`src/vst_pkg.sv`:
```
// Purpose: shared constants and types for the vme short-address slave front end
// Assumes: ref_clk at 200 MHz, vme sysclk at 16 MHz arriving as a sampled input
// Notes:   timing minima are rounded up to whole clock counts
`default_nettype none

package vst_pkg;

    // ------------------------------------------------------------
    // clock rates and printed times
    // ------------------------------------------------------------
    localparam int unsigned CLK_PERIOD_PS    = 5000;   // ref_clk period
    localparam int unsigned SYSCLK_PERIOD_PS = 62500;  // 16 MHz vme sysclk period
    localparam int unsigned AS_DLY_NS        = 25;     // address strobe delay before decode capture
    localparam int unsigned T_SETUP_NS       = 85;     // chip address set-up before strobes
    localparam int unsigned T_ACCESS_NS      = 250;    // read access / write data set-up
    localparam int unsigned T_RECOV_NS       = 250;    // recovery after each access

    // ref_clk counts, least times rounded up
    localparam int unsigned AS_DLY_CYC = (AS_DLY_NS * 1000 + CLK_PERIOD_PS - 1) / CLK_PERIOD_PS;
    localparam int unsigned SETUP_CYC  = (T_SETUP_NS * 1000 + CLK_PERIOD_PS - 1) / CLK_PERIOD_PS;
    localparam int unsigned ACCESS_CYC = (T_ACCESS_NS * 1000 + CLK_PERIOD_PS - 1) / CLK_PERIOD_PS;

    // sysclk edge counts; one extra edge because the first sampled edge may come at once
    localparam logic [2:0] SETUP_EDGES  = 3'((T_SETUP_NS * 1000 + SYSCLK_PERIOD_PS - 1) / SYSCLK_PERIOD_PS + 1);
    localparam logic [2:0] ACCESS_EDGES = 3'((T_ACCESS_NS * 1000 + SYSCLK_PERIOD_PS - 1) / SYSCLK_PERIOD_PS + 1);
    localparam logic [2:0] RECOV_EDGES  = 3'((T_RECOV_NS * 1000 + SYSCLK_PERIOD_PS - 1) / SYSCLK_PERIOD_PS + 1);
    localparam logic [2:0] AS_DLY_LAST  = 3'(AS_DLY_CYC - 1);
    localparam logic [2:0] TMR_MAX      = 3'h7;
    localparam logic [7:0] AGE_MAX      = 8'hFF;

    // ------------------------------------------------------------
    // decode codes and data fill
    // ------------------------------------------------------------
    localparam logic [5:0] AM_SUPV    = 6'h29;  // short supervisory access
    localparam logic [5:0] AM_NONPRIV = 6'h2D;  // short non-privileged access
    localparam logic [7:0] UPPER_FILL = 8'hFF;  // upper byte returned on reads

    // ------------------------------------------------------------
    // reset values
    // ------------------------------------------------------------
    localparam logic [3:0] BG_RST  = 4'hF;
    localparam logic [7:1] IRQ_RST = 7'h00;

    // ------------------------------------------------------------
    // types
    // ------------------------------------------------------------
    typedef struct packed {
        logic [15:1] addr;     // address lines a15..a01
        logic [5:0]  am;       // address modifier
        logic        lword_n;  // long word select, low true
        logic        iack_n;   // interrupt acknowledge, low true
    } vst_addr_type;

    typedef struct packed {
        logic as_n;     // address strobe
        logic ds0_n;    // data strobe, odd byte
        logic ds1_n;    // data strobe, even byte
        logic write_n;  // low on write cycles
        logic dtack_n;  // dtack level seen on the bus
    } vst_strobe_type;

    typedef enum logic [2:0] {
        ST_IDLE,
        ST_SETUP,
        ST_READ,
        ST_RD_ACK,
        ST_WRITE,
        ST_WR_ACK,
        ST_RECOVER
    } vst_state_type;

endpackage

`default_nettype wire

```
`src/vst_vme_slave.sv`:
```
// Purpose: vme slave access timing for an on-board gpib talker/listener/controller
// Assumes: ref_clk 200 MHz; vme strobes asynchronous; address lines stable while strobed
// Notes:   interrupter logic lives outside and reaches us via vector_enable and
//          intr_ack_request_n; bus grants pass through one register stage
//
// Operation
// - transceiver on when vector or transfer enabled
// - transceiver points to bus on read/vector
// - dtack follows requests, released after strobes high
// - wait for foreign dtack release first
// - open-collector dtack and irq, active iackout
// - bus grants 0-3 passed through one register stage
// - latch a01-a03 unless still driving dtack
// - 16-byte window compared on a04-a15
// - accept only matching base, am, lword, iack
// - latch decode on delayed strobe; else idle
// - ignore ds1; upper byte ff/discarded
// - clear match when address strobe released
// - no ds0 means address-only, no action
// - time from sysclk, chip clock sysclk/2
// - system reset clears chip and machine
// - start at least 85 ns after ds0
// - read strobe at once, ack after 250 ns
// - read held until ds0 released, then recover
// - write strobe 250 ns, then ack
// - write ack held until both strobes released
// - 250 ns recovery, new access held off
// - chip registers at odd bytes, a1-a3 select
`default_nettype none

module vst_vme_slave (
    input  wire logic                  ref_clk,
    input  wire logic                  rst,
    input  wire logic                  sysclk_16m,
    input  wire vst_pkg::vst_addr_type vme_adr,
    input  wire vst_pkg::vst_strobe_type vme_strb,
    input  wire logic [15:0]           vme_d_in,
    output logic [15:0]                vme_d_out,
    output logic                       vme_d_oe,
    output logic                       dtack_o,
    output logic                       dtack_oe,
    input  wire logic [7:1]            irq_req,
    output logic [7:1]                 irq_o,
    output logic [7:1]                 irq_oe,
    input  wire logic                  iackout_req_n,
    output logic                       iackout_n,
    input  wire logic [3:0]            bg_in_n,
    output logic [3:0]                 bg_out_n,
    input  wire logic [11:0]           base_sw,
    input  wire logic                  am_nonpriv_sel,
    input  wire logic                  vector_enable,
    input  wire logic                  intr_ack_request_n,
    input  wire logic [7:0]            chip_rdata,
    output logic [7:0]                 chip_wdata,
    output logic [2:0]                 chip_rs,
    output logic                       chip_cs_n,
    output logic                       periph_read_strobe_n,
    output logic                       periph_write_strobe_n,
    output logic                       data_driver_enable_n,
    output logic                       xcvr_en,
    output logic                       xcvr_to_vme,
    output logic                       chip_clk,
    output logic                       chip_reset,
    output logic                       access_start,
    output logic                       addr_match_latched
);
    import vst_pkg::*;

    // ------------------------------------------------------------
    // declarations
    // ------------------------------------------------------------
    vst_strobe_type sync1_q;        // first synchroniser stage, read only by sync2_q
    vst_strobe_type sync2_q;        // settled strobes
    logic           sys1_q;         // sysclk first stage
    logic           sys2_q;         // sysclk settled
    logic           sys_prev_q;     // sysclk previous sample for edge detect
    logic           sys_edge;       // one ref cycle per sysclk rise
    logic [2:0]     as_cnt_q;       // address strobe delay counter
    logic           as_dly_pulse;   // delayed address strobe event
    logic           addr_hit;       // combinational window decode
    logic           rs_taken_q;     // register select captured for this strobe
    vst_state_type  state_q;        // access state
    vst_state_type  state_d;
    logic [2:0]     tmr_q;          // sysclk edges in current state
    logic           rw_ack_request_n_q;
    logic           foreign_dtack;  // someone else holds dtack
    logic           rd_phase_d;     // next state is a read data phase
    logic           den_d;          // next data driver enable, low true
    logic [7:0]     ds0_age_q;      // ref cycles ds0 held, assertion helper
    logic [7:0]     acc_age_q;      // ref cycles since access start, assertion helper

    assign sys_edge      = sys2_q & ~sys_prev_q;
    assign as_dly_pulse  = ~sync2_q.as_n && (as_cnt_q == AS_DLY_LAST);
    assign foreign_dtack = ~sync2_q.dtack_n && ~dtack_oe;
    assign rd_phase_d    = (state_d == ST_READ) || (state_d == ST_RD_ACK);
    assign den_d         = ~((state_d == ST_READ) || (state_d == ST_RD_ACK) ||
                             (state_d == ST_WRITE) || (state_d == ST_WR_ACK));

    // ------------------------------------------------------------
    // synchronisers
    // ------------------------------------------------------------
    // two stages on every asynchronous strobe and on sysclk
    always_ff @(posedge ref_clk) begin
        if (rst) begin
            sync1_q    <= '1;
            sync2_q    <= '1;
            sys1_q     <= 1'b0;
            sys2_q     <= 1'b0;
            sys_prev_q <= 1'b0;
        end else begin
            sync1_q    <= vme_strb;
            sync2_q    <= sync1_q;
            sys1_q     <= sysclk_16m;
            sys2_q     <= sys1_q;
            sys_prev_q <= sys2_q;
        end
    end

    // chip clock: toggles on every sysclk rise, so half the sysclk rate
    always_ff @(posedge ref_clk) begin
        if (rst) begin
            chip_clk <= 1'b0;
        end else if (sys_edge) begin
            chip_clk <= ~chip_clk;
        end
    end

    // chip reset mirrors system reset one cycle late
    always_ff @(posedge ref_clk) begin
        chip_reset <= rst;
    end

    // ------------------------------------------------------------
    // address decode
    // ------------------------------------------------------------
    // byte-wide window; ds1 plays no part in sizing
    always_comb begin
        addr_hit = (vme_adr.addr[15:4] == base_sw) &&
                   (vme_adr.am == (am_nonpriv_sel ? AM_NONPRIV : AM_SUPV)) &&
                   vme_adr.lword_n && vme_adr.iack_n;
    end

    // delayed address strobe; stops once it has fired
    always_ff @(posedge ref_clk) begin
        if (rst || sync2_q.as_n) begin
            as_cnt_q <= 3'h0;
        end else if (as_cnt_q != 3'(AS_DLY_CYC)) begin
            as_cnt_q <= as_cnt_q + 3'h1;
        end
    end

    // match flag: caught on delayed strobe, dropped when strobe released
    always_ff @(posedge ref_clk) begin
        if (rst) begin
            addr_match_latched <= 1'b0;
        end else if (sync2_q.as_n) begin
            addr_match_latched <= 1'b0;
        end else if (as_dly_pulse) begin
            addr_match_latched <= addr_hit;
        end
    end

    // register select: a pipelined address waits until our dtack is gone,
    // so the chip never sees its select move under an active access
    always_ff @(posedge ref_clk) begin
        if (rst) begin
            chip_rs    <= 3'h0;
            rs_taken_q <= 1'b0;
        end else if (sync2_q.as_n) begin
            rs_taken_q <= 1'b0;
        end else if (!rs_taken_q && !dtack_oe) begin
            chip_rs    <= vme_adr.addr[3:1];
            rs_taken_q <= 1'b1;
        end
    end

    // ------------------------------------------------------------
    // access state machine
    // ------------------------------------------------------------
    always_comb begin
        state_d = state_q;
        case (state_q)
            ST_IDLE: begin
                // a cycle with no ds0 never leaves idle
                if (addr_match_latched && !sync2_q.ds0_n && !foreign_dtack) begin
                    state_d = ST_SETUP;
                end
            end
            ST_SETUP: begin
                if (sync2_q.ds0_n) begin
                    state_d = ST_IDLE;
                end else if (tmr_q >= SETUP_EDGES) begin
                    state_d = sync2_q.write_n ? ST_READ : ST_WRITE;
                end
            end
            ST_READ: begin
                if (tmr_q >= ACCESS_EDGES) begin
                    state_d = ST_RD_ACK;
                end
            end
            ST_RD_ACK: begin
                if (sync2_q.ds0_n) begin
                    state_d = ST_RECOVER;
                end
            end
            ST_WRITE: begin
                if (tmr_q >= ACCESS_EDGES) begin
                    state_d = ST_WR_ACK;
                end
            end
            ST_WR_ACK: begin
                if (sync2_q.ds0_n && sync2_q.ds1_n) begin
                    state_d = ST_RECOVER;
                end
            end
            ST_RECOVER: begin
                // recovery counts only once dtack is off the bus
                if (!dtack_oe && tmr_q >= RECOV_EDGES) begin
                    state_d = ST_IDLE;
                end
            end
            default: begin
                state_d = ST_IDLE;
            end
        endcase
    end

    always_ff @(posedge ref_clk) begin
        if (rst) begin
            state_q <= ST_IDLE;
        end else begin
            state_q <= state_d;
        end
    end

    // edge timer: restarts on every state change and while dtack is held in recovery
    always_ff @(posedge ref_clk) begin
        if (rst || state_d != state_q || (state_q == ST_RECOVER && dtack_oe)) begin
            tmr_q <= 3'h0;
        end else if (sys_edge && tmr_q != TMR_MAX) begin
            tmr_q <= tmr_q + 3'h1;
        end
    end

    // ------------------------------------------------------------
    // chip strobes and acknowledge request
    // ------------------------------------------------------------
    // registered from the next state so strobes rise with the state itself
    always_ff @(posedge ref_clk) begin
        if (rst) begin
            access_start          <= 1'b0;
            periph_read_strobe_n  <= 1'b1;
            periph_write_strobe_n <= 1'b1;
            chip_cs_n             <= 1'b1;
            data_driver_enable_n  <= 1'b1;
            rw_ack_request_n_q    <= 1'b1;
        end else begin
            access_start          <= (state_q == ST_SETUP) && (state_d != ST_SETUP) &&
                                     (state_d != ST_IDLE);
            periph_read_strobe_n  <= ~rd_phase_d;
            periph_write_strobe_n <= ~(state_d == ST_WRITE);
            chip_cs_n             <= ~(rd_phase_d || state_d == ST_WRITE);
            data_driver_enable_n  <= den_d;
            rw_ack_request_n_q    <= ~((state_d == ST_RD_ACK) || (state_d == ST_WR_ACK));
        end
    end

    // ------------------------------------------------------------
    // dtack drive and transceiver
    // ------------------------------------------------------------
    // a new request wins over a release in the same cycle
    always_ff @(posedge ref_clk) begin
        if (rst) begin
            dtack_oe <= 1'b0;
        end else if (!rw_ack_request_n_q || !intr_ack_request_n) begin
            dtack_oe <= 1'b1;
        end else if (data_driver_enable_n && sync2_q.ds0_n && sync2_q.ds1_n) begin
            dtack_oe <= 1'b0;
        end
    end

    // open-collector level is always low; only the enable moves
    always_ff @(posedge ref_clk) begin
        dtack_o <= 1'b0;
        irq_o   <= IRQ_RST;
    end

    always_ff @(posedge ref_clk) begin
        if (rst) begin
            xcvr_en     <= 1'b0;
            xcvr_to_vme <= 1'b0;
            vme_d_oe    <= 1'b0;
            vme_d_out   <= {UPPER_FILL, 8'h00};
            chip_wdata  <= 8'h00;
        end else begin
            xcvr_en     <= vector_enable || !den_d;
            xcvr_to_vme <= vector_enable || rd_phase_d;
            vme_d_oe    <= rd_phase_d;
            vme_d_out   <= {UPPER_FILL, chip_rdata};
            chip_wdata  <= vme_d_in[7:0];
        end
    end

    // ------------------------------------------------------------
    // pass-through lines
    // ------------------------------------------------------------
    // one register stage; grants must not be held by this board
    genvar gi;
    for (gi = 1; gi <= 7; gi++) begin : g_pass
        always_ff @(posedge ref_clk) begin
            if (rst) begin
                irq_oe[gi] <= 1'b0;
            end else begin
                irq_oe[gi] <= irq_req[gi];
            end
        end
        if (gi <= 4) begin : g_bg
            always_ff @(posedge ref_clk) begin
                if (rst) begin
                    bg_out_n[gi-1] <= BG_RST[gi-1];
                end else begin
                    bg_out_n[gi-1] <= bg_in_n[gi-1];
                end
            end
        end
    end

    // iackout driven actively from the interrupter request
    always_ff @(posedge ref_clk) begin
        if (rst) begin
            iackout_n <= 1'b1;
        end else begin
            iackout_n <= iackout_req_n;
        end
    end

    // ------------------------------------------------------------
    // assertion helpers and checks
    // ------------------------------------------------------------
    always_ff @(posedge ref_clk) begin
        if (rst || sync2_q.ds0_n) begin
            ds0_age_q <= 8'h00;
        end else if (ds0_age_q != AGE_MAX) begin
            ds0_age_q <= ds0_age_q + 8'h01;
        end
    end

    always_ff @(posedge ref_clk) begin
        if (rst || access_start) begin
            acc_age_q <= 8'h00;
        end else if (acc_age_q != AGE_MAX) begin
            acc_age_q <= acc_age_q + 8'h01;
        end
    end
endmodule

`default_nettype wire

```
`config.mk`:
```
export PLATFORM = sky130hd
export DESIGN_NAME = vst_vme_slave
export DESIGN_NICKNAME = d
export VERILOG_FILES = /design/src/vst_pkg.sv /design/src/vst_vme_slave.sv
export SDC_FILE = /design/constraint.sdc
export NUM_CORES = 1
export LEC_CHECK = 0
export ABC_AREA = 1
export ABC_CLOCK_PERIOD_IN_PS = 2500
export BUFFER_PORTS_ARGS = -buffer_cell sky130_fd_sc_hd__buf_4
export CAP_MARGIN = 10
export CORE_ASPECT_RATIO = 1.5
export CORE_MARGIN = 3
export CORE_UTILIZATION = 44
export DETAILED_ROUTE_END_ITERATION = 16
export PLACE_DENSITY_LB_ADDON = 0.25
export SETUP_SLACK_MARGIN = 0.05
export SLEW_MARGIN = 20
export SYNTH_ARGS = -nofsm -noshare
export SYNTH_HDL_FRONTEND = slang
export SYNTH_SLANG_ARGS = --single-unit
```
`constraint.sdc`:
```
create_clock -name ref_clk -period 2.5 [get_ports ref_clk]
set_clock_uncertainty 0.05 [all_clocks]
set_input_delay 0.25 -clock ref_clk [delete_from_list [all_inputs] [get_ports ref_clk]]
set_output_delay 0.25 -clock ref_clk [all_outputs]
set_load 0.03 [all_outputs]
```
# Word-level counts from Yosys, hierarchy flattened
# Cells that the tools add are included.
op_classes:
  n_reduce_logical: 37
  n_eq_ne: 17
  n_mux: 13
  bitwise_logic: 11
  n_lt_le_gt_ge: 2
  addsub: 2
op_table:
  columns: ["operator", "count"]
  rows:
  - ["$mux W3", 10]
  - ["$pmux W3 S7", 1]
  - ["$eq A3 B3 Y1 const B", 6]
  - ["$logic_and A1 B1 Y1", 16]
  - ["$eq A12 B12 Y1", 1]
  - ["$eq A3 B2 Y1 const B", 4]
  - ["$logic_or A1 B1 Y1", 10]
  - ["$not A1 Y1", 10]
  - ["$add A3 B1 Y3 const B", 2]
  - ["$eq A6 B6 Y1", 1]
  - ["$logic_not A1 Y1", 6]
  - ["$ne A3 B3 Y1 const B", 2]
  - ["$eq A3 B1 Y1 const B", 1]
  - ["$ge A3 B2 Y1 const B", 1]
  - ["$ge A3 B3 Y1 const B", 1]
  - ["$logic_not A3 Y1", 1]
  - ["$ne A3 B1 Y1 const B", 1]
  - ["$ne A3 B3 Y1", 1]
  - ["$reduce_bool A3 Y1", 1]
  - ["$mux W1", 2]
  - ["$reduce_and A2 Y1", 1]
  - ["$reduce_bool A2 Y1", 1]
  - ["$reduce_or A2 Y1", 1]
  - ["$and A1 B1 Y1", 1]
totals:
  output_inout_bits: 59
  reg_bits: 75
  input_bits: 82
  wordCells: 128

# Longest topological paths before layout
depth:
  ltp_word: 11
  depth_mapped: 13
  ltp_nobuf: 13

# Worst setup path before layout
# Ideal clock, no wire load.
synth_path:
  path_type: "register -> register"
  from: "reg tmr_q[0]"
  to: "reg data_driver_enable_n"
  path_stages_with_launch: 12
  period_less_slack_ns: 1.922
  n_path_buf: 0
  setup_slack_ns: 0.578
  required_time_ns: 2.327
  arrival_ns: 1.748
  setup_time_ns: 0.123
  cell_sequence: "dfxtp_1 ha_1 ha_1 nor2_2 nand2_1 nand2_1 nor2_1 nor2_2 nand2_2 inv_1 ha_1 or2_2"
synth_between:
  elab_chain_cells: 9
  elab_cells_between_ends: 17
  classes_between: "order compare (2); eq/ne (4); mux (6); bitwise (1); reduce/logical (4)"
synth_lines:
  columns: ["item", "line", "rtl"]
  rows:
  - ["start, declared", "vst_vme_slave.sv:84", "logic [2:0] tmr_q;"]
  - ["start signal, assigned", "vst_vme_slave.sv:241", "tmr_q <= tmr_q + 3'h1;"]
  - ["$ge A3 B2 Y1 or $ge A3 B3 Y1 (tied branches)", null, null]
  - ["$mux W3 or $logic_and A1 B1 Y1 (tied branches)", "vst_vme_slave.sv:192, vst_vme_slave.sv:218", null]
  - ["$mux W3 (on tied branches)", "vst_vme_slave.sv:190, vst_vme_slave.sv:218", null]
  - ["$pmux W3 S7 (*)", "vst_vme_slave.sv:182", "case (state_q)"]
  - ["$eq A3 B2 Y1", "vst_vme_slave.sv:96", "assign den_d = ~((state_d == ST_READ) || (state_d == ST_RD_ACK) ||"]
  - ["$logic_or A1 B1 Y1 (2 in a row)", "vst_vme_slave.sv:96", null]
  - ["$logic_or A1 B1 Y1 (*)", "vst_vme_slave.sv:97", "(state_d == ST_WRITE) || (state_d == ST_WR_ACK));"]
  - ["$not A1 Y1 (*)", "vst_vme_slave.sv:96", null]
  - ["named net den_d", "vst_vme_slave.sv:88", "logic den_d;"]
  - ["end signal, assigned", "vst_vme_slave.sv:263", "data_driver_enable_n <= den_d;"]
  - ["end, declared", "vst_vme_slave.sv:59", "output logic data_driver_enable_n,"]
# Mark *: on every way through the listed nets, which the timed path passes. The rest lies on a longest branch.
# A chain may end at the register's enable or synchronous reset.

# Worst setup path after layout
# Same ends and word-level chain as after synthesis.

==> impl_metrics.toml <==
[grt]
first_global_vias = 2229
grt_max_degree = 55
grt-ovfl-total = 0
antenna_found_initial = 0
grt_usage_pct = 16.5
grt_pass1_wl_mm = 9.29

[placed_design]
pre_cts_slack_ns = 0.461
placedInstanceArea_um2 = 3540
place.gp.congestion = 0.865
io_buffers = 116
dp_hpwl_mm = 4.35

[synthesis]
yosys.area.top_type = "dfxtp_1"
synth_cell_types = 30
ys_seq_area_share_pct = 50.1
synthTopCellsByArea = "dfxtp_1 50%, inv_1 8.4%, nor2_1 8.1%, buf_4 4.5%, nand2_1 4.5%"
synth_seq_cells = 67
syn_avg_cell_area_um2 = 8.06
synthArstFlopShare_pct = 0
ys.warnings.count = 0
syn_inst = 332
yosysTopAreaCellShare_pct = 50.1
synth_area_um2 = 2680
synth_ff_type = "dfxtp_1"
synth_edf_count = 0

[clock_network]
cts_buffer_depth = 2
cts_hold_buf = 0
cts_resized = 0
cts_buffers = 9
post_cts_buffers = 0
htreeDepth = 3
clk_pin_slew_worst_paths_ns = 0.06
clock-sinks = 67
clk_latency_ns = 0.32
cts_tree = "done"
cts-root-buf = "clkbuf_8"

[sta]
period_share_pct = 81.8
max_freq_mhz = 489
report.final.slew_viol_count = 0
setup-tns-final_ns = 0
hold_viol = 0
grt_setup_unrepaired = "false"
setup_viol = 0
fin_ws_ns = 0.455
fin_crit_ns = 2.04

[critical_path]
cp-start-kind = "flip-flop"
cp.required_ns = 2.66
end_kind = "flip-flop"
reg2reg_slack_ns = 0.46
worst_ep_arrival_time_ns = 2.20
reg2reg_depth = 11
path_max_fanout = 5
path_class = "flip-flop to flip-flop"

[die]
start_util_pct = 45.9
fp-row-count = 34
die_w_um = 69.7
die_h_um = 102
core_um2 = 5830
ioPinCount = 141
fp.dieArea_um2 = 7070

[hold_path]
whs_path_depth = 2
hp-class = "primary input to flip-flop"

[layout]
fill_cells = 497
layout_commonest_cell = "buf_4"
drive_gt1_share_pct = 34.7
synthToLayoutAreaGrowth_pct = 39.1
stdcell_area_um2 = 3720
final_nets = 540
seq_area_um2 = 1340
multi_input_area_um2 = 1010
final_cell_mix = "116 x buf_4, 67 x dfxtp_1, 60 x inv_1"
num_antenna_cells = 0
fin_util_pct = 63.9

[flow_run]
maxCapViolations = 0

[power]
power_density_nw_per_um2 = 611
p_leak_nw = 1.92
irDropWorstVdd_uv = 507

[outcome]
status = "complete, no violations"

[detailed_routing]
drc_errors = 0
first_iter_violations = 38
vias = 2327
drtAntennaViolNets = 0
wl_per_cell_um = 10.6
wirelength_mm = 5.58
firstDrtPassIters = 4
viasPerCell = 4.43
-- state kept, by name, indices dropped and copies added, names as in the netlist, 3 cells and up --
register,count
chip_wdata,8
vme_d_out,8
irq_oe,7
sync1_q,5
sync2_q,5
bg_out_n,4
as_cnt_q,3
chip_rs,3
state_q,3
tmr_q,3
-- worst max-delay path, stage by stage (launching register included) --
cell	delay (ns)
dfxtp_1	0.35
ha_1	0.23
ha_1	0.19
nor2_2	0.09
nand2_1	0.07
nand2_1	0.08
nor2_1	0.06
nor2_2	0.11
nand2_2	0.07
inv_1	0.09
ha_1	0.24
or2_2	0.29
-- kinds of logic after synthesis --
| family | Yosys count | synth area share (%) |
|---|---|---|
| other | 2 | 0.281 |
| buffers and inverters | 85 | 14.3 |
| adder cells (fa/ha/maj) | 8 | 3.74 |
| XOR/XNOR | 10 | 3.27 |
| AND/OR/NAND/NOR | 135 | 23.1 |
| flip-flops | 67 | 50.1 |
| AO/OA/AOI/OAI | 25 | 5.24 |
-- through the flow --
stage | power (mW) | instances | hold slack, ns
after floorplan | 1.34 | 346 | 0.228
after global placement | 1.46 | 511 | 0.341
after detailed placement | 1.47 | 511 | 0.342
after CTS | 2.31 | 525 | 0.0372
after global routing | 2.39 | 525 | 0.0245
final | 2.27 | 525 | 0.0552
-- per-layer routing --
metal	track usage, %	vias up	wire (µm)
li1	-	1196	-
met1	15.7	1024	2000
met2	29.9	101	2880
met3	7.94	6	607
met4	7.96	0	99
met5	0	-	0
-- synth_stat cells, drive strengths merged (5+ instances only) --
| library cell | number |
|---|---|
| dfxtp | 67 |
| inv | 62 |
| nor2 | 62 |
| nand2 | 33 |
| buf | 18 |
| or2 | 16 |
| nand3 | 14 |
| a21oi | 10 |
| o21ai | 9 |
| xnor2 | 9 |
| ha | 8 |
| clkbuf | 5 |
-- area by class of cell --
| cell class | count | area share [%] |
|---|---|---|
| inverters | 62 | 6.25 |
| clock buffers | 11 | 3.80 |
| repair buffers | 116 | 23.4 |
| flip-flops and latches | 67 | 36.0 |
| clock inverters | 3 | 1.08 |
| well taps | 72 | 2.42 |
| multi-input cells | 194 | 27.0 |
-- power by group --
group	internal [mW]	switching, mW
Clock	0.474	0.357
Combinational	0.146	0.170
Sequential	1.11	0.0158
Total	1.73	0.543
-- final timing paths --
kind / start / to
setup / recovery: tmr_q[0] / data_driver_enable_n
hold / removal: vme_strb[3] / sync1_q[3]
setup reg to reg: tmr_q[0] / data_driver_enable_n
hold reg to reg: sys1_q / sys2_q
(Power assumes the default switching activity.)
